**config.mk**
```make
export PLATFORM = sky130hd
export DESIGN_NAME = dac_mode_zero_flag_control
export DESIGN_NICKNAME = d
export VERILOG_FILES = /design/src/dac_ctrl_pkg.sv /design/src/dac_mode_zero_flag_control.sv
export SDC_FILE = /design/constraint.sdc
export NUM_CORES = 1
export LEC_CHECK = 0
export ABC_CLOCK_PERIOD_IN_PS = 3300
export CORE_UTILIZATION = 55
export DETAILED_ROUTE_END_ITERATION = 10
export DONT_BUFFER_PORTS = 1
export GPL_ROUTABILITY_DRIVEN = 0
export PLACE_DENSITY = 0.81
export SLEW_MARGIN = 20
export SYNTH_ARGS = -nofsm -noshare
export SYNTH_HDL_FRONTEND = slang
export SYNTH_SLANG_ARGS = --single-unit
```
**constraint.sdc**
```tcl
create_clock -name CLK_IN -period 3.3 [get_ports CLK_IN]
set_clock_uncertainty 0.2 [all_clocks]
set_input_delay 0.99 -clock CLK_IN [delete_from_list [all_inputs] [get_ports CLK_IN]]
set_output_delay 0.99 -clock CLK_IN [all_outputs]
set_load 0.01 [all_outputs]
```
**src/dac_ctrl_pkg.sv**
```systemverilog
// Shared constants, types and decoders for the converter control block
package dac_ctrl_pkg;
	// ****************************************************************
	// Power-on and zero detection counts
	// ****************************************************************
	localparam int POR_CYCLES     = 65536;
	localparam int ZERO_PERIODS   = 1024;
	localparam int ZCNT_W         = 11;
	localparam int NCH            = 8;
	localparam int FIFO_DEPTH     = 8;
	// ****************************************************************
	// System clock ratio codes and oversampling rates
	// ****************************************************************
	localparam logic [2:0] RATIO_128  = 3'h0;
	localparam logic [2:0] RATIO_192  = 3'h1;
	localparam logic [2:0] RATIO_256  = 3'h2;
	localparam logic [2:0] RATIO_384  = 3'h3;
	// Codes 4 to 6 stand for 512, 768 and 1152
	localparam logic [7:0] OS_16  = 8'h10;
	localparam logic [7:0] OS_32  = 8'h20;
	localparam logic [7:0] OS_64  = 8'h40;
	localparam logic [7:0] OS_128 = 8'h80;
	// ****************************************************************
	// Audio format codes driven out
	// ****************************************************************
	localparam logic [3:0] FMT_RJ24   = 4'h0;
	localparam logic [3:0] FMT_I2S    = 4'h4;
	localparam logic [3:0] FMT_LJ     = 4'h5;
	localparam logic [3:0] FMT_TDM24  = 4'h8;
	localparam logic [1:0] DEEMPH_441 = 2'h1;
	// Interface select pin: {level, weakly driven}
	localparam logic [1:0] SEL_TIED_LOW  = 2'h0;
	localparam logic [1:0] SEL_WEAK_LOW  = 2'h1;
	localparam logic [1:0] SEL_TIED_HIGH = 2'h2;
	localparam logic [1:0] SEL_WEAK_HIGH = 2'h3;

	typedef enum logic [1:0] {
		MODE_TWO_WIRE, MODE_PIN_NARROW, MODE_PIN_WIDE, MODE_THREE_WIRE
	} if_mode_e;

	// Settings from the serial register file
	typedef struct packed {
		logic       wide;
		logic [1:0] zero_combo_select;
		logic       zero_polarity_invert;
		logic       mute;
		logic [1:0] deemph;
		logic [3:0] format;
	} reg_set_s;

	// Settings applied to the datapath
	typedef struct packed {
		logic       mute;
		logic [1:0] deemph;
		logic [3:0] format;
	} applied_s;

	// Channel masks, bit = lane*2 + (0 left, 1 right)
	function automatic logic [15:0] zero_masks(input logic [1:0] c);
		case (c)
			2'h0:    zero_masks = {8'h01, 8'h02};
			2'h1:    zero_masks = {8'hFF, 8'hFF};
			2'h2:    zero_masks = {8'hC0, 8'h3F};
			default: zero_masks = {8'h03, 8'hFC};
		endcase
	endfunction

	function automatic logic [7:0] os_rate(input logic [2:0] r,
		input logic wide);
		logic [7:0] n;
		n = (r <= RATIO_192) ? OS_16 : (r <= RATIO_384) ? OS_32 : OS_64;
		os_rate = wide ? {n[6:0], 1'b0} : n;
	endfunction
endpackage

```
**src/dac_mode_zero_flag_control.sv**
```systemverilog
// Mode select, oversampling and zero-flag control with its sample FIFO
// Summary of operation
// - Word clock and four lanes sampled on bit clock rising edge.
// - De-emphasis offered for 32, 44.1 and 48 kHz rates.
// - Wide mode from select pin in pin mode, else register bit.
// - Narrow: 16x at 128/192, 32x at 256/384, 64x above.
// - Wide: every narrow rate doubled.
// - Two-bit combination setting picks flag channel grouping.
// - Combinations A to D map channels onto the two flags.
// - Flag asserts after 1024 all-zero word-clock periods.
// - Flag drops at once on any one bit of its channels.
// - Polarity invert bit flips flag level, resets active high.
// - Pin mode: flag one pin is format input, flag two all eight.
// - Select pin four states decode to the four interface modes.
// - Select pin sampled once at power-on, later changes ignored.
// - Four shared pins reassigned by interface mode.
// - Serial mode uses register settings, pin mode uses pins.
// - Pin format inputs decode to RJ24, I2S, LJ, TDM24.
// - Mute pin soft-mutes all channels in pin mode.
// - De-emphasis pin enables 44.1 kHz de-emphasis in pin mode.
// - Initialization held 65,536 clocks on defaults, then settings applied.
`timescale 1ns/1ns

// ********************************************************************
// Synchronous FIFO
// ********************************************************************
module sample_fifo #(
	parameter int WIDTH = 8,
	parameter int DEPTH = 8
) (
	input  wire logic             clk,
	input  wire logic             arst_n,
	input  wire logic [WIDTH-1:0] wr_data,
	input  wire logic             wr_valid,
	output logic                  wr_ready,
	output logic      [WIDTH-1:0] rd_data,
	output logic                  rd_valid,
	input  wire logic             rd_ready
);
	localparam int AW = $clog2(DEPTH);
	logic [WIDTH-1:0] mem [DEPTH];
	logic [AW-1:0]    wp_reg;
	logic [AW-1:0]    rp_reg;
	logic [AW:0]      cnt_reg;
	logic             push;
	logic             pop;

	assign wr_ready = (cnt_reg != (AW+1)'(DEPTH));
	assign rd_valid = (cnt_reg != '0);
	assign rd_data  = mem[rp_reg];
	assign push     = wr_valid && wr_ready;
	assign pop      = rd_valid && rd_ready;

	// Storage has no reset; only pointers and fill level need a defined state
	always_ff @(posedge clk) begin
		if (push) begin
			mem[wp_reg] <= wr_data;
		end
	end

	// Pointers and fill level
	always_ff @(posedge clk or negedge arst_n) begin
		if (!arst_n) begin
			wp_reg  <= '0;
			rp_reg  <= '0;
			cnt_reg <= '0;
		end else begin
			if (push) begin
				wp_reg <= (wp_reg == AW'(DEPTH-1)) ? '0 : wp_reg + 1'b1;
			end
			if (pop) begin
				rp_reg <= (rp_reg == AW'(DEPTH-1)) ? '0 : rp_reg + 1'b1;
			end
			cnt_reg <= cnt_reg + (AW+1)'(push) - (AW+1)'(pop);
		end
	end

	chk_fifo_no_overflow:
		assert property (@(posedge clk) disable iff (!arst_n)
			cnt_reg <= (AW+1)'(DEPTH))
		else $error("fifo level above depth");
endmodule

// ********************************************************************
// Top level
// ********************************************************************
module dac_mode_zero_flag_control
	import dac_ctrl_pkg::*;
#(
	parameter int POR_CLOCKS = dac_ctrl_pkg::POR_CYCLES
) (
	// Clock and reset
	input  wire logic                    CLK_IN,
	input  wire logic                    ARST_N_IN,
	// Pins: select, audio link, shared control pins
	input  wire logic [1:0]              INTERFACE_SELECT_PIN_IN,
	input  wire logic                    BIT_CLOCK_IN,
	input  wire logic                    WORD_CLOCK_IN,
	input  wire logic [3:0]              AUDIO_IN_LANE_IN,
	input  wire logic                    SHARED_PIN4_IN,
	input  wire logic                    SHARED_PIN3_IN,
	input  wire logic                    SHARED_PIN2_IN,
	input  wire logic                    ZERO_FLAG_ONE_IN,
	output logic                         ZERO_FLAG_ONE_OUT,
	output logic                         ZERO_FLAG_ONE_OE_N_OUT,
	output logic                         ZERO_FLAG_TWO_OUT,
	// Settings from the serial register file
	input  wire dac_ctrl_pkg::reg_set_s  REG_SET_IN,
	input  wire logic [2:0]              CLK_RATIO_IN,
	// Control port pins routed to the serial decoder
	output logic                         CTRL_SERIAL_IN_OUT,
	output logic                         CTRL_SHIFT_CLOCK_OUT,
	output logic                         CTRL_SELECT_N_OUT,
	output logic                         ADDR_SELECT_OUT,
	// Status and applied settings
	output dac_ctrl_pkg::if_mode_e       MODE_OUT,
	output logic                         INIT_DONE_OUT,
	output dac_ctrl_pkg::applied_s       APPLIED_OUT,
	output logic [7:0]                   OS_RATE_OUT
);
	localparam int SW = 12;
	localparam int PW = $clog2(POR_CLOCKS + 1);

	logic [SW-1:0]    sync_a_reg;
	logic [SW-1:0]    sync_b_reg;
	logic             bck_d_reg;
	logic             wck_d_reg;
	logic [PW-1:0]    por_reg;
	logic             init_done;
	logic             sel_taken_reg;
	if_mode_e         mode_reg;
	logic             pin_mode;
	logic             bck_rise;
	logic             wck_s;
	logic [3:0]       lane_s;
	logic             left_high;
	logic [NCH-1:0]   live_one;
	logic [NCH-1:0]   acc_reg;
	logic [NCH-1:0]   pend_reg;
	logic             pend_valid_reg;
	logic             fifo_ready;
	logic [NCH-1:0]   fifo_data;
	logic             fifo_valid;
	logic             drain;
	logic [15:0]      masks;
	logic [ZCNT_W-1:0] zcnt_reg [2];
	logic [1:0]       zflag;
	logic             inv;
	logic             fmt_hi_s;
	logic             fmt_lo_s;

	// ****************************************************************
	// Pin synchronisers
	// ****************************************************************
	// All pins are asynchronous to the system clock; two flops each
	always_ff @(posedge CLK_IN or negedge ARST_N_IN) begin
		if (!ARST_N_IN) begin
			sync_a_reg <= '0;
			sync_b_reg <= '0;
		end else begin
			sync_a_reg <= {INTERFACE_SELECT_PIN_IN, BIT_CLOCK_IN,
				WORD_CLOCK_IN, AUDIO_IN_LANE_IN, SHARED_PIN4_IN,
				SHARED_PIN3_IN, SHARED_PIN2_IN, ZERO_FLAG_ONE_IN};
			sync_b_reg <= sync_a_reg;
		end
	end

	assign bck_rise = sync_b_reg[9] && !bck_d_reg;
	assign wck_s    = sync_b_reg[8];
	assign lane_s   = sync_b_reg[7:4];
	assign fmt_hi_s = sync_b_reg[0 + 1];
	assign fmt_lo_s = sync_b_reg[0];

	// ****************************************************************
	// Power-on hold and select capture
	// ****************************************************************
	assign init_done = (por_reg == PW'(POR_CLOCKS));

	// Hold counter; nothing is applied until it runs out
	always_ff @(posedge CLK_IN or negedge ARST_N_IN) begin
		if (!ARST_N_IN) begin
			por_reg <= '0;
		end else if (!init_done) begin
			por_reg <= por_reg + 1'b1;
		end
	end

	// Select pin taken once after synchronisers settle, then frozen
	always_ff @(posedge CLK_IN or negedge ARST_N_IN) begin
		if (!ARST_N_IN) begin
			sel_taken_reg <= 1'b0;
			mode_reg      <= MODE_TWO_WIRE;
		end else if (!sel_taken_reg && por_reg == PW'(3)) begin
			sel_taken_reg <= 1'b1;
			case (sync_b_reg[11:10])
				SEL_TIED_LOW:  mode_reg <= MODE_TWO_WIRE;
				SEL_WEAK_LOW:  mode_reg <= MODE_PIN_NARROW;
				SEL_WEAK_HIGH: mode_reg <= MODE_PIN_WIDE;
				SEL_TIED_HIGH: mode_reg <= MODE_THREE_WIRE;
				default:       mode_reg <= MODE_TWO_WIRE;
			endcase
		end
	end

	assign pin_mode = (mode_reg == MODE_PIN_NARROW) ||
		(mode_reg == MODE_PIN_WIDE);

	// ****************************************************************
	// Audio sampling and per-period zero tracking
	// ****************************************************************
	// I2S-style formats put the left channel in the low half
	assign left_high = pin_mode ? !fmt_lo_s :
		(REG_SET_IN.format != FMT_I2S) && (REG_SET_IN.format != FMT_TDM24);

	// One bit seen on a channel in this bit-clock edge
	generate
		for (genvar l = 0; l < 4; l++) begin : g_lane
			assign live_one[2*l]   = bck_rise && lane_s[l] &&
				(wck_s == left_high);
			assign live_one[2*l+1] = bck_rise && lane_s[l] &&
				(wck_s != left_high);
		end
	endgenerate

	// Edge history of the sampled clocks
	always_ff @(posedge CLK_IN or negedge ARST_N_IN) begin
		if (!ARST_N_IN) begin
			bck_d_reg <= 1'b0;
			wck_d_reg <= 1'b0;
		end else begin
			bck_d_reg <= sync_b_reg[9];
			if (bck_rise) begin
				wck_d_reg <= wck_s;
			end
		end
	end

	// Period ends on a word-clock rise seen at a bit-clock edge.
	// If the FIFO is full the finished period waits in the pending
	// word and later periods merge into it, so nothing is lost.
	always_ff @(posedge CLK_IN or negedge ARST_N_IN) begin
		if (!ARST_N_IN) begin
			acc_reg        <= '0;
			pend_reg       <= '0;
			pend_valid_reg <= 1'b0;
		end else begin
			if (pend_valid_reg && fifo_ready) begin
				pend_valid_reg <= 1'b0;
			end
			if (bck_rise && wck_s && !wck_d_reg) begin
				acc_reg        <= live_one;
				pend_valid_reg <= 1'b1;
				pend_reg       <= (pend_valid_reg && !fifo_ready) ?
					(pend_reg | acc_reg) : acc_reg;
			end else begin
				acc_reg <= acc_reg | live_one;
			end
		end
	end

	// Draining stalls during the power-on hold
	assign drain = init_done;

	sample_fifo #(
		.WIDTH(NCH),
		.DEPTH(FIFO_DEPTH)
	) sample_fifo_inst (
		.clk     (CLK_IN),
		.arst_n  (ARST_N_IN),
		.wr_data (pend_reg),
		.wr_valid(pend_valid_reg),
		.wr_ready(fifo_ready),
		.rd_data (fifo_data),
		.rd_valid(fifo_valid),
		.rd_ready(drain)
	);

	// ****************************************************************
	// Zero-run counters
	// ****************************************************************
	// Pin mode fixes flag two on all channels
	assign masks = pin_mode ? {8'h00, 8'hFF} :
		zero_masks(REG_SET_IN.zero_combo_select);

	generate
		for (genvar f = 0; f < 2; f++) begin : g_flag
			// Live one bits clear at once; drained periods count
			always_ff @(posedge CLK_IN or negedge ARST_N_IN) begin
				if (!ARST_N_IN) begin
					zcnt_reg[f] <= '0;
				end else if (|(live_one & masks[8*(1-f) +: 8])) begin
					zcnt_reg[f] <= '0;
				end else if (fifo_valid && drain) begin
					if (|(fifo_data & masks[8*(1-f) +: 8])) begin
						zcnt_reg[f] <= '0;
					end else if (zcnt_reg[f] != ZCNT_W'(ZERO_PERIODS)) begin
						zcnt_reg[f] <= zcnt_reg[f] + 1'b1;
					end
				end
			end
			assign zflag[f] = (zcnt_reg[f] == ZCNT_W'(ZERO_PERIODS));
		end
	endgenerate

	assign inv = !pin_mode && REG_SET_IN.zero_polarity_invert;

	// ****************************************************************
	// Outputs and pin reassignment
	// ****************************************************************
	// Flag defaults hold until the power-on hold ends; mode follows the capture
	always_ff @(posedge CLK_IN or negedge ARST_N_IN) begin
		if (!ARST_N_IN) begin
			ZERO_FLAG_ONE_OUT      <= 1'b0;
			ZERO_FLAG_ONE_OE_N_OUT <= 1'b1;
			ZERO_FLAG_TWO_OUT      <= 1'b0;
			INIT_DONE_OUT          <= 1'b0;
			MODE_OUT               <= MODE_TWO_WIRE;
		end else begin
			INIT_DONE_OUT     <= init_done;
			MODE_OUT          <= mode_reg;
			ZERO_FLAG_ONE_OUT <= init_done && !pin_mode &&
				(zflag[0] ^ inv);
			ZERO_FLAG_TWO_OUT <= init_done && (zflag[1] ^ inv);
			// Flag one pin becomes an input in pin mode
			ZERO_FLAG_ONE_OE_N_OUT <= !init_done || pin_mode;
		end
	end

	// Control port passthrough is idle in pin mode
	always_ff @(posedge CLK_IN or negedge ARST_N_IN) begin
		if (!ARST_N_IN) begin
			CTRL_SERIAL_IN_OUT   <= 1'b1;
			CTRL_SHIFT_CLOCK_OUT <= 1'b0;
			CTRL_SELECT_N_OUT    <= 1'b1;
			ADDR_SELECT_OUT      <= 1'b0;
		end else begin
			CTRL_SERIAL_IN_OUT   <= pin_mode || sync_b_reg[3];
			CTRL_SHIFT_CLOCK_OUT <= !pin_mode && sync_b_reg[2];
			CTRL_SELECT_N_OUT    <= pin_mode || !init_done ||
				sync_b_reg[1] || mode_reg == MODE_TWO_WIRE;
			ADDR_SELECT_OUT      <= (mode_reg == MODE_TWO_WIRE) &&
				sync_b_reg[1];
		end
	end

	// Applied settings: pins in pin mode, registers otherwise
	always_ff @(posedge CLK_IN or negedge ARST_N_IN) begin
		if (!ARST_N_IN) begin
			APPLIED_OUT <= '{mute: 1'b0, deemph: 2'h0, format: FMT_LJ};
			OS_RATE_OUT <= OS_16;
		end else if (init_done && pin_mode) begin
			APPLIED_OUT.mute   <= sync_b_reg[3];
			APPLIED_OUT.deemph <= sync_b_reg[2] ? DEEMPH_441 : 2'h0;
			case ({fmt_hi_s, fmt_lo_s})
				2'h0:    APPLIED_OUT.format <= FMT_RJ24;
				2'h1:    APPLIED_OUT.format <= FMT_I2S;
				2'h2:    APPLIED_OUT.format <= FMT_LJ;
				default: APPLIED_OUT.format <= FMT_TDM24;
			endcase
			OS_RATE_OUT <= os_rate(CLK_RATIO_IN,
				mode_reg == MODE_PIN_WIDE);
		end else if (init_done) begin
			// Rate selects 32, 44.1 or 48 kHz curves downstream
			APPLIED_OUT.mute   <= REG_SET_IN.mute;
			APPLIED_OUT.deemph <= REG_SET_IN.deemph;
			APPLIED_OUT.format <= REG_SET_IN.format;
			OS_RATE_OUT <= os_rate(CLK_RATIO_IN, REG_SET_IN.wide);
		end
	end

	// ****************************************************************
	// Checks
	// ****************************************************************
	chk_init_hold_flags:
		assert property (@(posedge CLK_IN) disable iff (!ARST_N_IN)
			!INIT_DONE_OUT |-> !ZERO_FLAG_TWO_OUT && !APPLIED_OUT.mute)
		else $error("flag or mute before init end");
	chk_mode_frozen:
		assert property (@(posedge CLK_IN) disable iff (!ARST_N_IN)
			sel_taken_reg |=> $stable(mode_reg))
		else $error("interface mode changed after capture");
	chk_zero_assert:
		assert property (@(posedge CLK_IN) disable iff (!ARST_N_IN)
			zcnt_reg[1] == ZCNT_W'(ZERO_PERIODS) && init_done &&
			!inv |=> ZERO_FLAG_TWO_OUT)
		else $error("flag two missing after zero run");
	chk_zero_clear:
		assert property (@(posedge CLK_IN) disable iff (!ARST_N_IN)
			|(live_one & masks[7:0]) |=> zcnt_reg[1] == '0 ##1
			(ZERO_FLAG_TWO_OUT == $past(init_done && inv)))
		else $error("flag two not dropped on one bit");
	chk_counter_sat:
		assert property (@(posedge CLK_IN) disable iff (!ARST_N_IN)
			zcnt_reg[0] <= ZCNT_W'(ZERO_PERIODS))
		else $error("zero counter past threshold");
	chk_pin_flag_one:
		assert property (@(posedge CLK_IN) disable iff (!ARST_N_IN)
			pin_mode && init_done |=> ZERO_FLAG_ONE_OE_N_OUT &&
			!ZERO_FLAG_ONE_OUT)
		else $error("flag one driven in pin mode");
	chk_wide_rate:
		assert property (@(posedge CLK_IN) disable iff (!ARST_N_IN)
			init_done && mode_reg == MODE_PIN_WIDE &&
			CLK_RATIO_IN == RATIO_128 |=> OS_RATE_OUT == OS_32)
		else $error("wide rate not doubled");
	chk_narrow_rate:
		assert property (@(posedge CLK_IN) disable iff (!ARST_N_IN)
			init_done && mode_reg == MODE_PIN_NARROW &&
			CLK_RATIO_IN > RATIO_384 |=> OS_RATE_OUT == OS_64)
		else $error("narrow rate wrong at high ratio");
	chk_pin_mute:
		assert property (@(posedge CLK_IN) disable iff (!ARST_N_IN)
			init_done && pin_mode |=>
			APPLIED_OUT.mute == $past(sync_b_reg[3]))
		else $error("mute pin not applied");
endmodule

```
==> run_results.csv, run 1 <==
group,metric,value,unit
place,io_buffer_count,0,
floorplanning,rows,43,
final_layout,final_nets,686,
global_routing,antenna_found_initial,0,
clocking,post_cts_resized,0,
critical_path,cp.required,3410,ps
clocking,htreeDepth,4,
sta,maxSlewViolCount,0,
sta,max_freq,326,MHz
drt,firstDrtPassIters,5,
status,status,"finished, final reports clean",
clocking,cts_tree,"yes",
synthesis,yosysUniqueCellTypes,69,
drt,wl,15400,um
synthesis,synth_edf_count,64,
sta,fin_crit_sh,93.0,%
drt,drc,0,
synthesis,synth_top_area_share,35.2,%
clocking,clockBufferDepth,2,
drt,first_iter_violations,572,
critical_path,cp-start-kind,"flip-flop",
critical_path,reg2reg_depth,10,
sta,finalSetupTns,0,ps
drt,drtAntennaViolNets,0,
synthesis,ys_seq_area_share,61.9,%
clocking,clk_pin_slew,70,ps
clocking,cts_hold_buf,0,
critical_path,worstPathCellList,"nor4_1 > nand4_1 > a211o_1 > clkinv_1 > ha_1 > inv_1 > ha_1 > inv_1 > fa_1 > xnor2_1",
synthesis,synth_top_area_cell,"dfrtp_1",
global_routing,grt_pass1_vias,4850,
critical_path,path_delay_family,"adder cells",
critical_path,cp_max_fo,10,
final_layout,final_cell_mix,"dfrtp_1 (110), nand2_1 (64), edfxtp_1 (64)",
final_layout,areaGrowthSynthToFinish,10.1,%
floorplanning,chipWidth,121,um
sta,slew_headroom,51.4,%
sta,period_needed,3070,ps
critical_path,r2r_slack,230,ps
sta,hold_viol,0,
floorplanning,die_area,14700,um2
min_path,worstHoldPathType,"in2async",
synthesis,syn_inst,620,
power,cellLeakagePower,3.50,nW
global_routing,grt_overflow,0,
synthesis,avgSynthCellArea,12.6,um2
synthesis,synth-warning-count,0,
critical_path,cp_num_buf_inv,3,
critical_path,crit_cells,10,
critical_path,worstPathArrival,3180,ps
critical_path,r2r-start,"por_reg[12]",
drt,num_vias,4964,
critical_path,r2r-end,"sample_fifo_inst.cnt_reg[2]",
drt,vias_per_cell,6.02,
clocking,clkLatencyLatePin,430,ps
synthesis,synthTopCellsByArea,"dfrtp_1 (35%), edfxtp_1 (25%), ha_1 (4.2%)",
floorplanning,die_h,121,um
floorplanning,initial_utilization,56.3,%
final_layout,antenna_cells,0,
final_layout,layout-drive-gt1-share,13.5,%
clocking,cts-root-buf,"clkbuf_16",
floorplanning,ios,53,
floorplanning,core_region_area,13900,um2
sta,worst_slew_pin_slew,726,ps
global_routing,grt_usage,22.4,%
critical_path,critPathKind,"reg2reg",
sta,rsz0062_at_grt,"false",
critical_path,cp-end-kind,"flip-flop",
global_routing,grt_pass1_wl,24600,um
global_routing,grt_start_max_net_pins,117,
final_layout,final_common_cell,"dfrtp_1",
place,dp_hpwl,10200,um
job,drv_cap,0,
synthesis,synth_area,7810,um2
critical_path,critPathSlowestCell,"nor4_1",
power,power_density,615,nW/um2
power,p_total,0.00529,W
sta,setup_viol,0,
synthesis,async_flop_share,64.4,%
clocking,post_cts_buffers,0,
drt,routedWlPerCell,18.7,um
synthesis,ys_seq_elements,180,
critical_path,max_stage_delay,480,ps
clocking,cts_inserted_buffers,17,
synthesis,synthFlopType,"dfrtp_1",
final_layout,largest_reg_flops,64,
power,ir_drop,0.459,mV
clocking,clock-sinks,180,
## how the worst max path moves through the flow
stage | start | end
3_5_place_dp | REG_SET_IN[2] | zcnt_reg[2]
4_1_cts | por_reg[12] | sample_fifo_inst.cnt_reg[3]
2_1_floorplan | REG_SET_IN[2] | zcnt_reg[0]
5_1_grt | por_reg[12] | sample_fifo_inst.cnt_reg[3]
6_report | por_reg[12] | sample_fifo_inst.cnt_reg[2]
3_3_place_gp | REG_SET_IN[2] | zcnt_reg[2]
## worst reg2reg max path, stage by stage (launching register included)
cell,delay [ps]
dfrtp_1,430
nor4_1,480
nand4_1,230
a211o_1,310
clkinv_1,240
ha_1,290
inv_1,70
ha_1,160
inv_1,60
fa_1,370
xnor2_1,140
## synthesized netlist by cell type, types with 6 or more instances
| master | number |
|---|---|
| dfrtp_1 | 110 |
| edfxtp_1 | 64 |
| nand2_1 | 64 |
| nor2_1 | 36 |
| inv_1 | 34 |
| ha_1 | 26 |
| o21ai_0 | 23 |
| nand3_1 | 21 |
| nand4_1 | 18 |
| nor3_1 | 17 |
| xnor2_1 | 17 |
| a22o_1 | 16 |
| nor4_1 | 16 |
| a31oi_1 | 9 |
| mux2i_1 | 9 |
| clkbuf_1 | 8 |
| xor2_1 | 8 |
| nor2b_1 | 7 |
| or2_2 | 7 |
| a21oi_1 | 6 |
| and3_1 | 6 |
| dfstp_2 | 6 |
| nand2b_1 | 6 |
## area by class of cell
class,instances,area [um2]
Sequential cell,180,4830
Clock buffer,18,429
Tap cell,180,225
Multi-Input combinational cell,386,2730
Fill cell,1038,5280
Clock inverter,14,175
Timing Repair Buffer,11,82.6
Inverter,35,131
## routing by layer
metal,track usage (%),vias to the layer above,wire (um)
met1,27.3,2494,6340
met4,9.65,0,385
met2,38.5,173,7980
li1,-,2264,-
met3,4.61,33,703
met5,0,-,0
## stage by stage
stage / setup slack [ps] / area [um2] / hold WS, ps / util, % / instances
finish: 232 / 8600 / 51.3 / 62.0 / 824
global route: 50.1 / 8600 / 38.9 / 62.0 / 824
CTS: 245 / 8600 / 39.8 / 61.9 / 824
detailed placement: 280 / 7990 / 136 / 57.6 / 792
global placement: 303 / 7990 / 132 / 57.6 / 792
floorplan: 623 / 7820 / 131 / - / 623
## cells by family (layout without fill, tap and decap cells)
logic type | Yosys count | in the layout | synth area share [%]
and+or+nand+nor | 215 | 215 | 14.1
DFF | 180 | 180 | 61.9
AOI/OAI and AO/OA | 96 | 96 | 9.95
buffers and inverters | 57 | 78 | 3.44
adders and majority gates | 27 | 27 | 4.42
xor gates and xnor gates | 25 | 25 | 2.80
muxes | 19 | 19 | 3.32
other | 1 | 4 | 0.0480
## report_power, final
part	switching (W)	internal [W]	leakage (nW)
Clock	0.000860	0.00120	0.291
Combinational	0.000248	0.000210	1.20
Sequential	0.000202	0.00256	2.01
Power figures use the tool's default switching activity.
==> run 2, diff against run 1 <==
Settings changed: RECOVER_POWER from default to 100.
==> run_results.csv, run 2 (synthesis results as in run 1) <==
group,metric,value,unit
status,status,"finished, final reports clean",
power,ir_drop,0.458,mV
drt,drtAntennaViolNets,0,
sta,slew_headroom,20.1,%
power,cellLeakagePower,3.46,nW
critical_path,critPathKind,"reg2reg",
final_layout,seq_area,4830,um2
floorplanning,die_h,121,um
sta,rsz0062_at_grt,"false",
clocking,clockBufferDepth,2,
power,netSwitchingFraction,24.7,%
power,seq_power_share,52.4,%
clocking,clock-sinks,180,
place,io_buffer_count,0,
critical_path,cp_max_fo,16,
power,power_switching,0.00130,W
sta,fin_crit_sh,94.9,%
floorplanning,chipWidth,121,um
clocking,clkLatencyLatePin,430,ps
drt,first_iter_violations,561,
power,p_total,0.00527,W
final_layout,largest_reg_flops,64,
drt,vias_per_cell,6.01,
critical_path,cp-end-kind,"flip-flop",
floorplanning,rows,43,
sta,period_needed,3130,ps
drt,drc,0,
global_routing,grt_start_max_net_pins,117,
clocking,cts-root-buf,"clkbuf_16",
critical_path,cp.required,3440,ps
critical_path,cp-start-kind,"flip-flop",
sta,max_freq,319,MHz
clocking,cts_inserted_buffers,17,
power,p_clk_share,39.1,%
global_routing,grt_pass1_vias,4850,
sta,hold_viol,0,
final_layout,final_cell_mix,"dfrtp_1 (110), nand2_1 (64), edfxtp_1 (64)",
final_layout,areaGrowthSynthToFinish,9.12,%
power,combPwrFrac,8.5,%
drt,firstDrtPassIters,5,
drt,wl,15300,um
final_layout,final_nets,686,
final_layout,layout-drive-gt1-share,10.4,%
sta,worst_slew_pin_slew,1190,ps
drt,num_vias,4953,
global_routing,grt_pass1_wl,24600,um
clocking,post_cts_buffers,0,
clocking,cts_hold_buf,0,
clocking,cts_tree,"yes",
job,drv_cap,0,
critical_path,worstPathArrival,3280,ps
power,intPower,0.00397,W
min_path,worstHoldPathType,"in2async",
place,dp_hpwl,10200,um
final_layout,fillCellCount,1057,
clocking,htreeDepth,4,
global_routing,antenna_found_initial,0,
sta,setup_ws,168,ps
global_routing,grt_overflow,0,
global_routing,grt_usage,22.4,%
sta,finalSetupTns,0,ps
final_layout,final_common_cell,"dfrtp_1",
place,pre_cts_ws,280,ps
clocking,clk_pin_slew,60,ps
clocking,post_cts_resized,0,
floorplanning,die_area,14700,um2
final_layout,multi_input_area,2670,um2
floorplanning,initial_utilization,56.3,%
drt,routedWlPerCell,18.6,um
floorplanning,core_region_area,13900,um2
sta,maxSlewViolCount,0,
final_layout,antenna_cells,0,
power,power_density,619,nW/um2
sta,setup_viol,0,
floorplanning,ios,53,
-- run 2: cell types whose count changed in the layout (fill, tap and decap cells not counted), moves of 5 or more --
cell,delta
clkbuf_1,+5
dfstp_2,-6
dfstp_1,+6
o32ai_1,+5
buf_4,-6
o32ai_2,-5
-- run 2: path summary, 6_finish.rpt --
| kind | startpoint | endpoint | slack (ps) | depth (start not counted) |
|---|---|---|---|---|
| worst max-delay path | sample_fifo_inst.rp_reg[1] | zcnt_reg[4] | 170 | 9 |
| worst min-delay path | ARST_N_IN | zcnt_reg[5] | 60 | 0 |
| worst max register to register | sample_fifo_inst.rp_reg[1] | zcnt_reg[4] | 170 | 9 |
| worst min register to register | sync_a_reg[1] | sync_b_reg[1] | 150 | 0 |
| max in group asynchronous | ARST_N_IN | OS_RATE_OUT[4] | 2630 | 0 |
| min in group CLK_IN | sync_a_reg[1] | sync_b_reg[1] | 150 | 0 |
-- run 2: power groups by stage --
stage | registers, W | logic, W | clock network, W
finish | 0.00276 | 0.000450 | 0.00206
global route | 0.00279 | 0.000507 | 0.00217
CTS | 0.00277 | 0.000463 | 0.00208
detailed placement | 0.00281 | 0.000455 | 0
global placement | 0.00279 | 0.000425 | 0
floorplan | 0.00273 | 0.000366 | 0
-- run 2: critical path, stage by stage (launching register included) --
cell,delay (ps)
dfrtp_1,540
buf_4,270
nor3_4,220
o22ai_1,110
a211oi_2,330
a32oi_1,160
o21ai_1,470
clkbuf_2,400
nand4_1,160
a31oi_1,190
-- run 2: metal layers --
layer / part of all wire [%] / GRT usage, %
met1: 41 / 27.3
met5: 0 / 0
met4: 2.4 / 9.65
met2: 52 / 38.5
met3: 4.0 / 4.61
-- run 2: metrics by stage --
stage | std cells | utilization [%] | instance area [um2] | hold WS [ps]
6_report | 824 | 61.4 | 8520 | 55.4
5_1_grt | 824 | 61.4 | 8520 | 38.9
4_1_cts | 824 | 61.9 | 8600 | 39.8
3_5_place_dp | 792 | 57.6 | 7990 | 136
2_1_floorplan | 623 | - | 7820 | 131
3_3_place_gp | 792 | 57.6 | 7990 | 132
-- run 2: final cells by class --
type                    count  area share, %
multi-input cells         386           31.3
inverters                  35           1.54
repair buffers             11          0.719
clock buffers              18           5.04
clock inverters            14           2.06
flip-flops and latches    180           56.7
well taps                 180           2.64
